===== src/shared/fdl_cfg.svh =====
// Constants of the data link packet and code controller.
// Assumes inclusion by bare name; holds definitions only.
`ifndef FDL_CFG_SVH
`define FDL_CFG_SVH

// Fixed line bytes
`define FLAG_BYTE    8'h7E
`define ABORT_BYTE   8'hFE
`define IDLE_BYTE    8'hFF
`define CODE_ONES    8'hFF

// Frame check sequence, reflected form, init and good residue
`define CRC_POLY     16'h8408
`define CRC_INIT     16'hFFFF
`define CRC_GOOD     16'hF0B8

// Buffer geometry and halfway point
`define FIFO_DEPTH   16
`define FIFO_HALF    5'h08

// Code detector: matches to validate, bits of silence to cease
`define CODE_HITS    2'h2
`define CODE_MISS    6'h20

// Status register select and latched-bit layouts
`define SEL_EVENT    2'h0
`define SEL_RX       2'h1
`define SEL_TX       2'h2
`define LAT_EVENT    8'hFF
`define LAT_RX       8'h00
`define LAT_TX       8'h04

`endif


===== src/shared/fdl_pkg.sv =====
// Types shared by the data link controller files.
// Assumes fdl_cfg.svh supplies the numeric constants.
package fdl_pkg;

  typedef enum logic [2:0] {
    TX_IDLE,
    TX_OPEN,
    TX_DATA,
    TX_CRC_HI,
    TX_CLOSE
  } tx_state_t;

  // Transmit buffer entry: byte plus end-of-message mark
  typedef struct packed {
    logic       last;
    logic [7:0] data;
  } tx_entry_t;

  // Receive buffer entry: byte plus packet position and verdict
  typedef struct packed {
    logic       open_b;
    logic       close_b;
    logic       good;
    logic [7:0] data;
  } rx_entry_t;

endpackage : fdl_pkg


===== src/rtl/fdl_link_ctrl.sv =====
// Packet and bit-oriented code controller for the facility data link.
// Assumes the framer strobes one link bit per strobe on SYS_CLK and
// that host-side control ports are driven from the same clock.
// Operation
// RULE1 - Engine makes flags, checksum, aborts, stuffing and byte alignment.
// RULE2 - Each direction owns its own sixteen byte packet buffer.
// RULE3 - Code detector signals the host on arrival and on loss.
// RULE4 - Host loads a six-bit code, then sets send; device transmits it.
// RULE5 - Latched status bit sets on event, holds until read clears it.
// RULE6 - Real-time bits show present state; status writes leave them.
// RULE7 - Mask bit one loads read value from latch and clears latch.
// RULE8 - Mask bit zero keeps the previously captured read value.
// RULE9 - Host writes mask, reads at once, writes back masked result.
// RULE10 - Masked-in link events pull the active-low interrupt low.
// RULE11 - Interrupt releases once causing bits are read, none pending.
// RULE12 - Host picks this controller as source and sets its enable.
// RULE13 - Host disables legacy link controls before using this engine.
// RULE14 - On code change host checks presence, reads code or re-arms.
// RULE15 - Receive status gives empty, opening, closing and good per byte.
// RULE16 - Host drops packet when good flag is zero at closing byte.
// RULE17 - Host starts new packet only when transmit buffer is empty.
// RULE18 - Host fills while not full; marks the last byte before write.
// RULE19 - Message done event, then host checks the underrun status.
// RULE20 - Rising edge of receive reset control resets receive packet path.
// RULE21 - Rising edge of abort empties buffer, sends one abort byte.
// RULE22 - Checksum is the sixteen-bit frame check, x16+x12+x5+1.
`timescale 1ns/1ps
`default_nettype none
`include "fdl_cfg.svh"

module fdl_link_ctrl (
  input  wire logic       SYS_CLK,
  input  wire logic       SYS_RST,
  input  wire logic       CODE_RESET_BIT,
  input  wire logic       RX_PACKET_RESET_BIT,
  input  wire logic       TX_RESET_BIT,
  input  wire logic       ABORT_SEND_BIT,
  input  wire logic       IDLE_SELECT,
  input  wire logic       LAST_BYTE_MARK,
  input  wire logic       STUFF_DISABLE,
  input  wire logic       CRC_DISABLE,
  input  wire logic       CTRL_ENABLE,
  input  wire logic [5:0] TX_CODE,
  input  wire logic       SEND_CODE_BIT,
  input  wire logic       STAT_WR,
  input  wire logic [1:0] STAT_SEL,
  input  wire logic [7:0] STAT_MASK,
  input  wire logic [7:0] EVENT_MASK,
  output logic      [7:0] LINK_EVENT_RD,
  output logic      [7:0] RX_STATUS_RD,
  output logic      [7:0] TX_STATUS_RD,
  output logic      [7:0] RX_CODE_RD,
  output logic            INT_N,
  input  wire logic       TX_WR,
  input  wire logic [7:0] TX_WR_DATA,
  output logic            TX_READY,
  input  wire logic       RX_RD,
  output logic      [7:0] RX_DATA,
  output logic            RX_VALID,
  input  wire logic       FDL_TX_STROBE,
  output logic            FDL_TX_BIT,
  input  wire logic       FDL_RX_STROBE,
  input  wire logic       FDL_RX_BIT
);
  import fdl_pkg::*;

  // ****************************************************************
  // Checksum helpers
  // ****************************************************************
  function automatic logic [15:0] crc_step(input logic [15:0] c,
                                           input logic b);
    crc_step = {1'b0, c[15:1]} ^ ((c[0] ^ b) ? `CRC_POLY : 16'h0000);
  endfunction : crc_step

  function automatic logic [15:0] crc_byte(input logic [15:0] c,
                                           input logic [7:0] d);
    logic [15:0] r;
    r = c;
    for (int i = 0; i < 8; i++) r = crc_step(r, d[i]);
    crc_byte = r;
  endfunction : crc_byte

  // ****************************************************************
  // Control edges
  // ****************************************************************
  logic [3:0] ctl_q_reg;
  logic [3:0] ctl_now;
  logic [3:0] ctl_rise;
  logic       code_rst;
  logic       rx_rst;
  logic       tx_rst;
  logic       abort_rise;

  // Resets and abort act only on a zero-to-one step of their control
  assign ctl_now = {CODE_RESET_BIT, RX_PACKET_RESET_BIT, TX_RESET_BIT,
                    ABORT_SEND_BIT};
  assign ctl_rise = ctl_now & ~ctl_q_reg;
  assign code_rst = ctl_rise[3];
  assign rx_rst = ctl_rise[2];       // see RULE20
  assign tx_rst = ctl_rise[1];
  assign abort_rise = ctl_rise[0];   // see RULE21

  always_ff @(posedge SYS_CLK) begin
    if (SYS_RST) ctl_q_reg <= 4'h0;
    else ctl_q_reg <= ctl_now;
  end

  // ****************************************************************
  // Buffers
  // ****************************************************************
  tx_entry_t  tx_in;
  tx_entry_t  tx_head;
  rx_entry_t  rx_push_data_reg;
  rx_entry_t  rx_head;
  logic       tx_valid;
  logic       tx_pop;
  logic       rx_push_reg;
  logic       rx_room;
  logic [4:0] tx_count;
  logic [4:0] rx_count;

  assign tx_in = '{last: LAST_BYTE_MARK, data: TX_WR_DATA};

  // Abort dumps whatever is queued; see RULE21
  fdl_byte_fifo #(.W($bits(tx_entry_t)), .DEPTH(`FIFO_DEPTH)) u_tx_fifo (
    .clk       (SYS_CLK),
    .rst       (SYS_RST),
    .flush     (tx_rst || abort_rise),
    .in_valid  (TX_WR),
    .in_ready  (TX_READY),
    .in_data   (tx_in),
    .out_valid (tx_valid),
    .out_ready (tx_pop),
    .out_data  (tx_head),
    .count     (tx_count)
  );  // see RULE2

  // A full receive buffer drops arriving bytes; the host must keep up
  fdl_byte_fifo #(.W($bits(rx_entry_t)), .DEPTH(`FIFO_DEPTH)) u_rx_fifo (
    .clk       (SYS_CLK),
    .rst       (SYS_RST),
    .flush     (rx_rst),
    .in_valid  (rx_push_reg),
    .in_ready  (rx_room),
    .in_data   (rx_push_data_reg),
    .out_valid (RX_VALID),
    .out_ready (RX_RD),
    .out_data  (rx_head),
    .count     (rx_count)
  );  // see RULE2

  assign RX_DATA = rx_head.data;

  // ****************************************************************
  // Transmit bit engine
  // ****************************************************************
  tx_state_t   tx_state_reg;
  tx_state_t   st_next;
  logic [7:0]  tx_sr_reg;
  logic [2:0]  tx_cnt_reg;
  logic [2:0]  tx_ones_reg;
  logic        tx_stuffable_reg;
  logic        tx_prev_stuff_reg;
  logic        tx_crc_en_reg;
  logic        tx_last_reg;
  logic        tx_boc_hi_reg;
  logic        abort_pend_reg;
  logic [15:0] tx_crc_reg;
  logic [15:0] crc_bit;
  logic [7:0]  tx_crc_hi_reg;
  logic        stuff_now;
  logic        shift_now;
  logic        byte_end;
  logic [7:0]  ld_byte;
  logic        ld_stuff;
  logic        ld_crc;
  logic        pop_c;
  logic        crc_init;
  logic        underrun_c;
  logic        done_c;
  logic        boc_next;
  logic        last_next;

  // Stuff after five ones, also across the boundary into a flag
  assign stuff_now = FDL_TX_STROBE && !STUFF_DISABLE && tx_ones_reg == 3'h5
                     && (tx_stuffable_reg
                         || (tx_cnt_reg == 3'h0 && tx_prev_stuff_reg));
  assign shift_now = FDL_TX_STROBE && !stuff_now;
  assign byte_end = shift_now && tx_cnt_reg == 3'h7;
  assign crc_bit = crc_step(tx_crc_reg, tx_sr_reg[0]);
  assign tx_pop = byte_end && pop_c;

  // Choice of the next line byte at each byte boundary
  always_comb begin
    ld_byte = IDLE_SELECT ? `IDLE_BYTE : `FLAG_BYTE;
    ld_stuff = 1'b0;
    ld_crc = 1'b0;
    st_next = tx_state_reg;
    pop_c = 1'b0;
    crc_init = 1'b0;
    underrun_c = 1'b0;
    done_c = 1'b0;
    boc_next = 1'b0;
    last_next = tx_last_reg;
    if (abort_pend_reg) begin
      ld_byte = `ABORT_BYTE;                          // see RULE21
      st_next = TX_IDLE;
    end else begin
      case (tx_state_reg)
        TX_IDLE: begin
          if (!CTRL_ENABLE) begin
            ld_byte = `IDLE_BYTE;
          end else if (tx_valid) begin
            ld_byte = `FLAG_BYTE;                     // see RULE1
            st_next = TX_OPEN;
          end else if (SEND_CODE_BIT || tx_boc_hi_reg) begin
            ld_byte = tx_boc_hi_reg ? {1'b0, TX_CODE, 1'b0}
                                    : `CODE_ONES;     // see RULE4
            boc_next = !tx_boc_hi_reg;
          end
        end
        TX_OPEN: begin
          ld_byte = tx_head.data;
          ld_stuff = 1'b1;
          ld_crc = 1'b1;
          crc_init = 1'b1;
          pop_c = 1'b1;
          last_next = tx_head.last;
          st_next = TX_DATA;
        end
        TX_DATA: begin
          if (tx_last_reg && CRC_DISABLE) begin
            ld_byte = `FLAG_BYTE;                     // see RULE18
            done_c = 1'b1;
            st_next = TX_IDLE;
          end else if (tx_last_reg) begin
            ld_byte = ~crc_bit[7:0];                  // see RULE22
            ld_stuff = 1'b1;
            st_next = TX_CRC_HI;
          end else if (tx_valid) begin
            ld_byte = tx_head.data;
            ld_stuff = 1'b1;
            ld_crc = 1'b1;
            pop_c = 1'b1;
            last_next = tx_head.last;
          end else begin
            ld_byte = `ABORT_BYTE;                    // see RULE19
            underrun_c = 1'b1;
            st_next = TX_IDLE;
          end
        end
        TX_CRC_HI: begin
          ld_byte = tx_crc_hi_reg;
          ld_stuff = 1'b1;
          st_next = TX_CLOSE;
        end
        TX_CLOSE: begin
          ld_byte = `FLAG_BYTE;
          done_c = 1'b1;
          st_next = TX_IDLE;
        end
        default: st_next = TX_IDLE;
      endcase
    end
  end

  // Shifter, stuffer and sequencer, LSB first on the line
  always_ff @(posedge SYS_CLK) begin
    if (SYS_RST || tx_rst) begin
      tx_state_reg <= TX_IDLE;
      tx_sr_reg <= `IDLE_BYTE;
      tx_cnt_reg <= 3'h0;
      tx_ones_reg <= 3'h0;
      tx_stuffable_reg <= 1'b0;
      tx_prev_stuff_reg <= 1'b0;
      tx_crc_en_reg <= 1'b0;
      tx_last_reg <= 1'b0;
      tx_boc_hi_reg <= 1'b0;
      FDL_TX_BIT <= 1'b1;
    end else if (stuff_now) begin
      FDL_TX_BIT <= 1'b0;                             // see RULE1
      tx_ones_reg <= 3'h0;
    end else if (shift_now) begin
      FDL_TX_BIT <= tx_sr_reg[0];
      tx_ones_reg <= !tx_sr_reg[0] ? 3'h0 :
                     (tx_ones_reg == 3'h7) ? 3'h7 : tx_ones_reg + 3'h1;
      tx_cnt_reg <= tx_cnt_reg + 3'h1;
      if (byte_end) begin
        tx_sr_reg <= ld_byte;
        tx_stuffable_reg <= ld_stuff;
        tx_prev_stuff_reg <= tx_stuffable_reg;
        tx_crc_en_reg <= ld_crc;
        tx_state_reg <= st_next;
        tx_last_reg <= last_next;
        tx_boc_hi_reg <= boc_next;
      end else begin
        tx_sr_reg <= {1'b0, tx_sr_reg[7:1]};
      end
    end
  end

  // Running checksum over data bits only; stuffed zeros excluded
  always_ff @(posedge SYS_CLK) begin
    if (SYS_RST || tx_rst) begin
      tx_crc_reg <= `CRC_INIT;
      tx_crc_hi_reg <= 8'h00;
    end else if (byte_end && crc_init) begin
      tx_crc_reg <= `CRC_INIT;
    end else if (shift_now && tx_crc_en_reg) begin
      tx_crc_reg <= crc_bit;                          // see RULE22
      if (byte_end) tx_crc_hi_reg <= ~crc_bit[15:8];
    end
  end

  // Abort waits for the current byte; a fresh edge is never lost
  always_ff @(posedge SYS_CLK) begin
    if (SYS_RST || tx_rst) abort_pend_reg <= 1'b0;
    else abort_pend_reg <= abort_rise || (abort_pend_reg && !byte_end);
  end

  // ****************************************************************
  // Receive packet engine
  // ****************************************************************
  logic [6:0]  rx_hist_reg;
  logic [2:0]  rx_ones_reg;
  logic [7:0]  rx_acc_reg;
  logic [2:0]  rx_cnt_reg;
  logic        rx_inframe_reg;
  logic        rx_first_reg;
  logic [1:0]  rx_nbytes_reg;
  logic [7:0]  rx_b0_reg;
  logic [7:0]  rx_b1_reg;
  logic [7:0]  rx_b2_reg;
  logic [15:0] rx_crc_reg;
  logic [7:0]  rx_byte;
  logic        rx_flag;
  logic        rx_abort;
  logic        rx_drop;

  assign rx_flag = {FDL_RX_BIT, rx_hist_reg} == `FLAG_BYTE;
  assign rx_abort = FDL_RX_BIT && rx_ones_reg >= 3'h6;
  assign rx_drop = !FDL_RX_BIT && rx_ones_reg == 3'h5;
  assign rx_byte = {FDL_RX_BIT, rx_acc_reg[7:1]};

  // Flag hunt, destuffing and three-byte holdback that strips the check
  always_ff @(posedge SYS_CLK) begin
    rx_push_reg <= 1'b0;
    if (SYS_RST || rx_rst) begin
      rx_hist_reg <= 7'h00;
      rx_ones_reg <= 3'h0;
      rx_acc_reg <= 8'h00;
      rx_cnt_reg <= 3'h0;
      rx_inframe_reg <= 1'b0;
      rx_first_reg <= 1'b1;
      rx_nbytes_reg <= 2'h0;
      rx_crc_reg <= `CRC_INIT;
      rx_push_data_reg <= '0;
    end else if (FDL_RX_STROBE) begin
      rx_hist_reg <= {FDL_RX_BIT, rx_hist_reg[6:1]};
      rx_ones_reg <= !FDL_RX_BIT ? 3'h0 :
                     (rx_ones_reg == 3'h7) ? 3'h7 : rx_ones_reg + 3'h1;
      if (rx_abort) begin
        rx_inframe_reg <= 1'b0;                       // see RULE1
      end else if (rx_flag) begin
        if (rx_inframe_reg && rx_cnt_reg == 3'h7 && rx_nbytes_reg == 2'h3) begin
          rx_push_reg <= 1'b1;
          rx_push_data_reg <= '{open_b: rx_first_reg, close_b: 1'b1,
                                good: rx_crc_reg == `CRC_GOOD,
                                data: rx_b0_reg};     // see RULE22
        end
        rx_inframe_reg <= 1'b1;
        rx_cnt_reg <= 3'h0;
        rx_nbytes_reg <= 2'h0;
        rx_first_reg <= 1'b1;
        rx_crc_reg <= `CRC_INIT;
      end else if (rx_inframe_reg && !rx_drop) begin
        rx_acc_reg <= rx_byte;
        rx_cnt_reg <= rx_cnt_reg + 3'h1;
        if (rx_cnt_reg == 3'h7) begin
          rx_crc_reg <= crc_byte(rx_crc_reg, rx_byte);
          rx_b0_reg <= rx_b1_reg;
          rx_b1_reg <= rx_b2_reg;
          rx_b2_reg <= rx_byte;
          if (rx_nbytes_reg == 2'h3) begin
            rx_push_reg <= 1'b1;
            rx_first_reg <= 1'b0;
            rx_push_data_reg <= '{open_b: rx_first_reg, close_b: 1'b0,
                                  good: 1'b0, data: rx_b0_reg};
          end else begin
            rx_nbytes_reg <= rx_nbytes_reg + 2'h1;
          end
        end
      end
    end
  end

  // ****************************************************************
  // Code detector
  // ****************************************************************
  logic [15:0] code_win_reg;
  logic [15:0] code_nw;
  logic [5:0]  code_cand_reg;
  logic [1:0]  code_hits_reg;
  logic [5:0]  code_miss_reg;
  logic        code_present_now;
  logic [5:0]  code_val_reg;
  logic        code_match;
  logic        code_chg;

  assign code_nw = {FDL_RX_BIT, code_win_reg[15:1]};
  assign code_match = FDL_RX_STROBE && code_nw[7:0] == `CODE_ONES
                      && !code_nw[8] && !code_nw[15];

  // Two matching repeats validate; a long silence means it ceased
  always_ff @(posedge SYS_CLK) begin
    code_chg <= 1'b0;
    if (SYS_RST || code_rst) begin
      code_win_reg <= 16'h0000;
      code_cand_reg <= 6'h00;
      code_hits_reg <= 2'h0;
      code_miss_reg <= 6'h00;
      code_present_now <= 1'b0;
      code_val_reg <= 6'h00;
    end else if (FDL_RX_STROBE) begin
      code_win_reg <= code_nw;
      if (code_match) begin
        code_miss_reg <= 6'h00;
        code_cand_reg <= code_nw[14:9];
        if (code_nw[14:9] != code_cand_reg) begin
          code_hits_reg <= 2'h1;
        end else if (code_hits_reg + 2'h1 >= `CODE_HITS) begin
          code_hits_reg <= `CODE_HITS;
          code_val_reg <= code_nw[14:9];
          code_present_now <= 1'b1;
          code_chg <= !code_present_now;              // see RULE3
        end else begin
          code_hits_reg <= code_hits_reg + 2'h1;
        end
      end else if (code_miss_reg >= `CODE_MISS) begin
        code_hits_reg <= 2'h0;
        code_present_now <= 1'b0;
        code_chg <= code_present_now;                 // see RULE3
      end else begin
        code_miss_reg <= code_miss_reg + 6'h01;
      end
    end
  end

  assign RX_CODE_RD = {1'b0, code_present_now, code_val_reg};

  // ****************************************************************
  // Status registers and interrupt
  // ****************************************************************
  logic [4:0] rx_cnt_q_reg;
  logic [4:0] tx_cnt_q_reg;
  logic [1:0] tx_ev_reg;
  logic [7:0] ev   [3];
  logic [7:0] rt   [3];
  logic [7:0] lat_reg [3];
  logic [7:0] rd_reg  [3];
  logic [7:0] lmask [3];

  // Occupancy history for crossing events
  always_ff @(posedge SYS_CLK) begin
    if (SYS_RST) begin
      rx_cnt_q_reg <= 5'h00;
      tx_cnt_q_reg <= 5'h00;
      tx_ev_reg <= 2'h0;
    end else begin
      rx_cnt_q_reg <= rx_count;
      tx_cnt_q_reg <= tx_count;
      tx_ev_reg <= {byte_end && underrun_c, byte_end && done_c};
    end
  end

  assign ev[0] = {code_chg,
                  rx_push_reg && rx_room && rx_push_data_reg.close_b,
                  rx_push_reg && rx_room && rx_push_data_reg.open_b,
                  rx_count > `FIFO_HALF && rx_cnt_q_reg <= `FIFO_HALF,
                  rx_count != 5'h00 && rx_cnt_q_reg == 5'h00,
                  tx_count <= `FIFO_HALF && tx_cnt_q_reg > `FIFO_HALF,
                  TX_READY && tx_cnt_q_reg == 5'(`FIFO_DEPTH),
                  tx_ev_reg[0]};
  assign ev[1] = 8'h00;
  assign ev[2] = {5'h00, tx_ev_reg[1], 2'h0};
  assign rt[0] = 8'h00;
  assign rt[1] = {4'h0, rx_head.good && RX_VALID,
                  rx_head.close_b && RX_VALID,
                  rx_head.open_b && RX_VALID, !RX_VALID};  // see RULE15
  assign rt[2] = {5'h00, 1'b0, !TX_READY, tx_count == 5'h00}; // see RULE6
  assign lmask[0] = `LAT_EVENT;
  assign lmask[1] = `LAT_RX;
  assign lmask[2] = `LAT_TX;

  // Write-mask capture; an event in the clearing cycle survives
  for (genvar g = 0; g < 3; g++) begin : g_stat
    logic [7:0] clr;
    assign clr = (STAT_WR && STAT_SEL == 2'(g)) ? STAT_MASK : 8'h00;
    always_ff @(posedge SYS_CLK) begin
      if (SYS_RST) begin
        lat_reg[g] <= 8'h00;
        rd_reg[g] <= 8'h00;
      end else begin
        lat_reg[g] <= ((lat_reg[g] & ~clr) | ev[g]) & lmask[g]; // see RULE5
        rd_reg[g] <= (((rd_reg[g] & ~clr)                       // see RULE8
                      | (lat_reg[g] & clr)) & lmask[g])         // see RULE7
                     | (rt[g] & ~lmask[g]);                     // see RULE6
      end
    end
  end

  assign LINK_EVENT_RD = rd_reg[0];
  assign RX_STATUS_RD = rd_reg[1];
  assign TX_STATUS_RD = rd_reg[2];

  // Interrupt follows unread, unmasked link events
  always_ff @(posedge SYS_CLK) begin
    if (SYS_RST) INT_N <= 1'b1;
    else INT_N <= ~|(lat_reg[0] & EVENT_MASK);  // see RULE10 see RULE11
  end

endmodule : fdl_link_ctrl

`default_nettype wire


===== src/rtl/fdl_byte_fifo.sv =====
// Synchronous flip-flop FIFO with valid/ready on both sides.
// Assumes one clock, synchronous reset, DEPTH a power of two.
`timescale 1ns/1ps
`default_nettype none

module fdl_byte_fifo #(
  parameter int W     = 8,
  parameter int DEPTH = 8
) (
  input  wire logic                   clk,
  input  wire logic                   rst,
  input  wire logic                   flush,
  input  wire logic                   in_valid,
  output logic                        in_ready,
  input  wire logic [W-1:0]           in_data,
  output logic                        out_valid,
  input  wire logic                   out_ready,
  output logic [W-1:0]                out_data,
  output logic [$clog2(DEPTH):0]      count
);

  localparam int AW = $clog2(DEPTH);

  logic [W-1:0]  mem_reg [DEPTH];
  logic [AW-1:0] wr_reg;
  logic [AW-1:0] rd_reg;
  logic [AW:0]   cnt_reg;
  logic          push;
  logic          pop;

  // Full and empty come straight from the count, so never lie
  assign in_ready  = (cnt_reg != DEPTH[AW:0]);
  assign out_valid = (cnt_reg != '0);
  assign push      = in_valid && in_ready;
  assign pop       = out_valid && out_ready;
  assign out_data  = mem_reg[rd_reg];
  assign count     = cnt_reg;

  // Storage, one flip-flop word per entry
  for (genvar i = 0; i < DEPTH; i++) begin : g_entry
    always_ff @(posedge clk) begin
      if (push && wr_reg == AW'(i)) begin
        mem_reg[i] <= in_data;
      end
    end
  end

  // Pointers and occupancy; flush wins over any transfer
  always_ff @(posedge clk) begin
    if (rst || flush) begin
      wr_reg  <= '0;
      rd_reg  <= '0;
      cnt_reg <= '0;
    end else begin
      if (push) wr_reg <= wr_reg + 1'b1;
      if (pop) rd_reg <= rd_reg + 1'b1;
      cnt_reg <= cnt_reg + {{AW{1'b0}}, push} - {{AW{1'b0}}, pop};
    end
  end

endmodule : fdl_byte_fifo

`default_nettype wire


===== config.mk =====
export PLATFORM = sky130hd
export DESIGN_NAME = fdl_link_ctrl
export DESIGN_NICKNAME = d
export VERILOG_FILES = /design/src/shared/fdl_pkg.sv /design/src/rtl/fdl_link_ctrl.sv /design/src/rtl/fdl_byte_fifo.sv
export VERILOG_INCLUDE_DIRS = /design/src /design/src/shared
export SDC_FILE = /design/constraint.sdc
export NUM_CORES = 1
export LEC_CHECK = 0
export BUFFER_PORTS_ARGS = -buffer_cell sky130_fd_sc_hd__buf_4
export CAP_MARGIN = 20
export CORE_ASPECT_RATIO = 1.75
export CORE_MARGIN = 1
export CORE_UTILIZATION = 55
export DETAILED_ROUTE_END_ITERATION = 16
export PLACE_DENSITY = 0.8
export SETUP_SLACK_MARGIN = 0.1
export SYNTH_ARGS = -nofsm -noshare
export SYNTH_HDL_FRONTEND = slang
export SYNTH_HIERARCHICAL = 1
export SYNTH_SLANG_ARGS = --single-unit

===== constraint.sdc =====
create_clock -name SYS_CLK -period 3.45 [get_ports SYS_CLK]
set_input_delay 0.1725 -clock SYS_CLK [delete_from_list [all_inputs] [get_ports SYS_CLK]]
set_output_delay 0.1725 -clock SYS_CLK [all_outputs]
set_load 0.05 [all_outputs]

==> metrics.txt <==
# TYPE chip_impl_metric gauge
chip_impl_metric{name="synth_edf_count",unit=""} 344
chip_impl_metric{name="post-route-min-period",unit="ns"} 3.173
chip_impl_metric{name="clkTransAtPathRegs",unit="ns"} 0.06
chip_impl_metric{name="slowest_delay",unit="ns"} 0.48
chip_impl_metric{name="syn_to_final_growth",unit="%"} 13.60
chip_impl_info{name="rsz_0062_raised_after_global_routing",value="no"} 1
chip_impl_metric{name="yosys_warnings",unit=""} 6
chip_impl_info{name="worst_path_max_delay_cell",value="or4b_4"} 1
chip_impl_metric{name="clock_sink_count",unit=""} 556
chip_impl_metric{name="synthSimpleGateAreaFrac",unit=""} 0.1029
chip_impl_metric{name="critical_path_peak_fanout",unit=""} 5
chip_impl_metric{name="cts-buffers-inserted",unit=""} 46
chip_impl_metric{name="detail_route.wirelength",unit="um"} 45440
chip_impl_metric{name="synthesis.area",unit="mm^2"} 0.02255
chip_impl_metric{name="grt_pass1_wl",unit="um"} 71760
chip_impl_metric{name="antenna_found_initial",unit=""} 0
chip_impl_metric{name="yosys.area_share.adder",unit=""} 0.02119
chip_impl_metric{name="stdcell_count",unit=""} 2310
chip_impl_metric{name="layout_worst_path_cycle_share",unit=""} 0.9197
chip_impl_metric{name="antenna_left",unit=""} 0
chip_impl_metric{name="drt_first_pass_iters",unit=""} 7
chip_impl_metric{name="ys_seq_area_frac",unit=""} 0.6462
chip_impl_info{name="end_kind",value="register"} 1
chip_impl_metric{name="fmax",unit="MHz"} 315.1
chip_impl_metric{name="drc_errors",unit=""} 0
chip_impl_metric{name="die_w",unit="um"} 155.1
chip_impl_metric{name="final_area",unit="mm^2"} 0.02562
chip_impl_info{name="synth_top_family_by_area",value="multiplexers"} 1
chip_impl_metric{name="synth-seq-cells",unit=""} 556
chip_impl_metric{name="top_level_ports",unit=""} 94
chip_impl_metric{name="synth_unique_cells",unit=""} 92
chip_impl_metric{name="critical_path_data_arrival_time",unit="ns"} 3.62
chip_impl_metric{name="row_count",unit=""} 97
chip_impl_metric{name="timing_hold_violations_final",unit=""} 0
chip_impl_metric{name="final-max-slew-violation-count",unit=""} 0
chip_impl_metric{name="core_region_area",unit="mm^2"} 0.04017
chip_impl_metric{name="portBuffers",unit=""} 83
chip_impl_metric{name="power_per_unit_of_standard_cell_area",unit="mW/mm^2"} 522.8
chip_impl_metric{name="layout_setup_ws",unit="ns"} 0.2769
chip_impl_metric{name="post-route-util",unit=""} 0.6378
chip_impl_metric{name="vias",unit=""} 13290
chip_impl_metric{name="diodes",unit=""} 0
chip_impl_metric{name="ir_drop",unit="mV"} 0.4913
chip_impl_info{name="cp_common_cell",value="inv_1"} 1
chip_impl_metric{name="max_cap_viol_count",unit=""} 0
chip_impl_metric{name="compound_cell_area_share_of_the_yosys_netlist",unit=""} 0.06463
chip_impl_metric{name="async_flop_share",unit=""} 0
chip_impl_metric{name="grt_start_max_net_pins",unit=""} 46
chip_impl_metric{name="maxSlewHeadroom",unit=""} 0.3724
chip_impl_metric{name="htree_num_levels",unit=""} 2
chip_impl_metric{name="largest_register_ff_count",unit=""} 176
chip_impl_metric{name="globalRouteOverflowTotal",unit=""} 0
chip_impl_metric{name="track_usage",unit=""} 0.2218
chip_impl_metric{name="die_h",unit="um"} 269.9
chip_impl_metric{name="dieArea",unit="mm^2"} 0.04185
chip_impl_metric{name="finClkSkew",unit="ns"} 0.009689
chip_impl_metric{name="detailed_place_hpwl",unit="um"} 32190
chip_impl_metric{name="clock_path_buffers",unit=""} 3
chip_impl_info{name="timing_worst_setup_path_type",value="reg2reg"} 1
chip_impl_metric{name="detailedRoute.firstIterationViolations",unit=""} 671
chip_impl_metric{name="worst_ep_required_time",unit="ns"} 3.89
chip_impl_metric{name="avgRoutedWirePerCell",unit="um"} 19.67
chip_impl_metric{name="synth.area.mux_share",unit=""} 0.1116
chip_impl_info{name="cts-root-buf",value="clkbuf_16"} 1
chip_impl_metric{name="post_dp_cell_area",unit="mm^2"} 0.02375
chip_impl_metric{name="final-setup-viol-count",unit=""} 0
chip_impl_info{name="worstSetupStartpointType",value="register"} 1
chip_impl_info{name="postSynth.topFlopCell",value="edfxtp_1"} 1
chip_impl_metric{name="start_util",unit=""} 0.5614
chip_impl_metric{name="gp_congestion",unit=""} 0.8528
chip_impl_metric{name="rrSetupSlack",unit="ns"} 0.28
chip_impl_metric{name="grt_pass1_vias",unit=""} 13880
chip_impl_metric{name="syn_avg_cell_area",unit="um^2"} 14.03
chip_impl_metric{name="final.setup.tns",unit="ns"} 0
chip_impl_metric{name="pre_cts_ws",unit="ns"} 0.1322
chip_impl_info{name="clock_tree_from_tritoncts",value="built"} 1
chip_impl_info{name="hold_path_class",value="in2reg"} 1
chip_impl_metric{name="num-nets-final",unit=""} 1815
chip_impl_metric{name="placed_cells_incl_taps",unit=""} 2193
chip_impl_metric{name="post_synth_inst_count",unit=""} 1607
chip_impl_metric{name="max_slew.worst_pin.slew",unit="ns"} 0.9414
chip_impl_metric{name="fill_cells",unit=""} 2826
chip_impl_info{name="status",value="finished clean"} 1
chip_impl_metric{name="post_route_cells_drive_above_1_share",unit=""} 0.1625
chip_impl_metric{name="detail_route.vias_per_cell",unit=""} 5.752
chip_impl_metric{name="post_synth_xor_area_fraction",unit=""} 0.02058
chip_impl_info{name="crit_path_cell_trace",value="inv_1 > ha_1 > or4b_4 > nor2b_4 > a21oi_4 > nor4_4 > nand2_2 > inv_1 > ha_1 > inv_1 > ha_1 > inv_1 > fa_2 > nand2b_1 > a21oi_2 > o21ai_0 > nor3b_1"} 1
chip_impl_metric{name="power.static_leakage",unit="uW"} 0.009616
chip_impl_metric{name="clkLatencyLatePin",unit="ns"} 0.56
cell families after synthesis:
group                    after synthesis
adder cells (fa/ha/maj)               37
AO/OA/AOI/OAI                        219
XOR/XNOR                              53
buffers and inverters                143
multiplexers                         138
AND/OR/NAND/NOR                      460
flip-flops                           556
other                                  1
final timing paths:
check	start	to	cells past startpoint
setup / recovery	u_tx_fifo/count[2]	u_tx_fifo/count[4]	17
hold / removal	STAT_SEL[1]	lat_reg[2][2]	4
setup reg to reg	u_tx_fifo/count[2]	u_tx_fifo/count[4]	17
hold reg to reg	rx_b2_reg[7]	rx_b1_reg[7]	0
layout by cell type (no fill, tap or decap), drive strengths merged, types with 8 or more instances in the layout:
cell type,count
a22oi,48
buf,126
clkinv,10
or3,10
inv,55
nor4,20
nor3,17
mux2i,56
o31ai,8
nor2,129
nand3,52
dfxtp,212
xor2,29
edfxtp,344
nand2,121
conb,10
a21oi,66
mux4,80
clkbuf,67
dlygate4sd3,30
nand4,9
and2,24
nand2b,11
o21ai,43
nor2b,25
nor3b,10
ha,35
xnor2,24
what timing repair did:
action	in CTS	in global routing
endpoints found under the setup margin	0	1
hold buffers	30	0
buffers inserted	0	1
resized for setup	0	5
endpoints found under the hold margin	181	0
layout make-up:
cell class | count | area, um^2 | area share
Clock inverter | 19 | 150.1 | 0.005860
Multi-Input combinational cell | 917 | 7363 | 0.2874
Inverter | 51 | 191.4 | 0.007472
Timing Repair Buffer | 156 | 1259 | 0.04913
Tap cell | 544 | 680.7 | 0.02657
Sequential cell | 556 | 14580 | 0.5690
Clock buffer | 67 | 1398 | 0.05455
routing by layer:
layer	vias to the layer above	routed length, um	track usage
met1	6584	15460	0.2181
met3	148	1742	0.03273
met2	333	25970	0.4361
met5	-	0	0
li1	6221	-	-
met4	0	2268	0.1154
synth_stat cells, types with 5 or more instances:
cell type | n | area [um^2]
o21ai_0 | 21 | 105.1
a22oi_1 | 48 | 360.4
nand2_1 | 120 | 450.4
nor2b_1 | 25 | 156.4
inv_1 | 48 | 180.2
mux4_1 | 35 | 919.6
a221o_1 | 6 | 60.06
edfxtp_1 | 344 | 10330
and3_1 | 6 | 37.54
buf_4 | 16 | 120.1
nor2_1 | 127 | 476.7
buf_2 | 22 | 110.1
nand4_1 | 8 | 50.05
nor4_1 | 18 | 112.6
nand2b_1 | 10 | 62.56
buf_6 | 5 | 56.30
o21ai_1 | 22 | 110.1
mux4_2 | 45 | 1013
mux2i_1 | 56 | 560.5
o31ai_1 | 8 | 60.06
xor2_1 | 29 | 254.0
clkbuf_1 | 38 | 142.6
and2_1 | 24 | 150.1
a21oi_1 | 65 | 325.3
dfxtp_1 | 212 | 4244
or3_1 | 10 | 62.56
ha_1 | 35 | 437.9
nand3_1 | 52 | 260.3
nor3_1 | 16 | 80.08
o211ai_1 | 5 | 37.54
xnor2_1 | 24 | 210.2
nor3b_1 | 9 | 67.56
worst max-delay path: cells and delay by family, from the launching register on:
family,cells,cell delay (ns)
AOI/OAI and AO/OA,3,0.38
DFF,1,0.33
adders and majority gates,4,0.97
and+or+nand+nor,6,1.11
buffers and inverters,4,0.26
per-stage QoR:
| step | power, uW | hold slack [ns] |
|---|---|---|
| after floorplan | 8039 | 0.2714 |
| after global placement | 8236 | 0.4012 |
| after detailed placement | 8262 | 0.4052 |
| after CTS | 13500 | 0.001733 |
| after global routing | 13840 | 0.03539 |
| final | 13390 | 0.02238 |
power breakdown:
group,internal (uW),switching (uW)
clock network,2980,2270
registers,7090,83.1
logic,410,567
(Power assumes the default switching activity.)
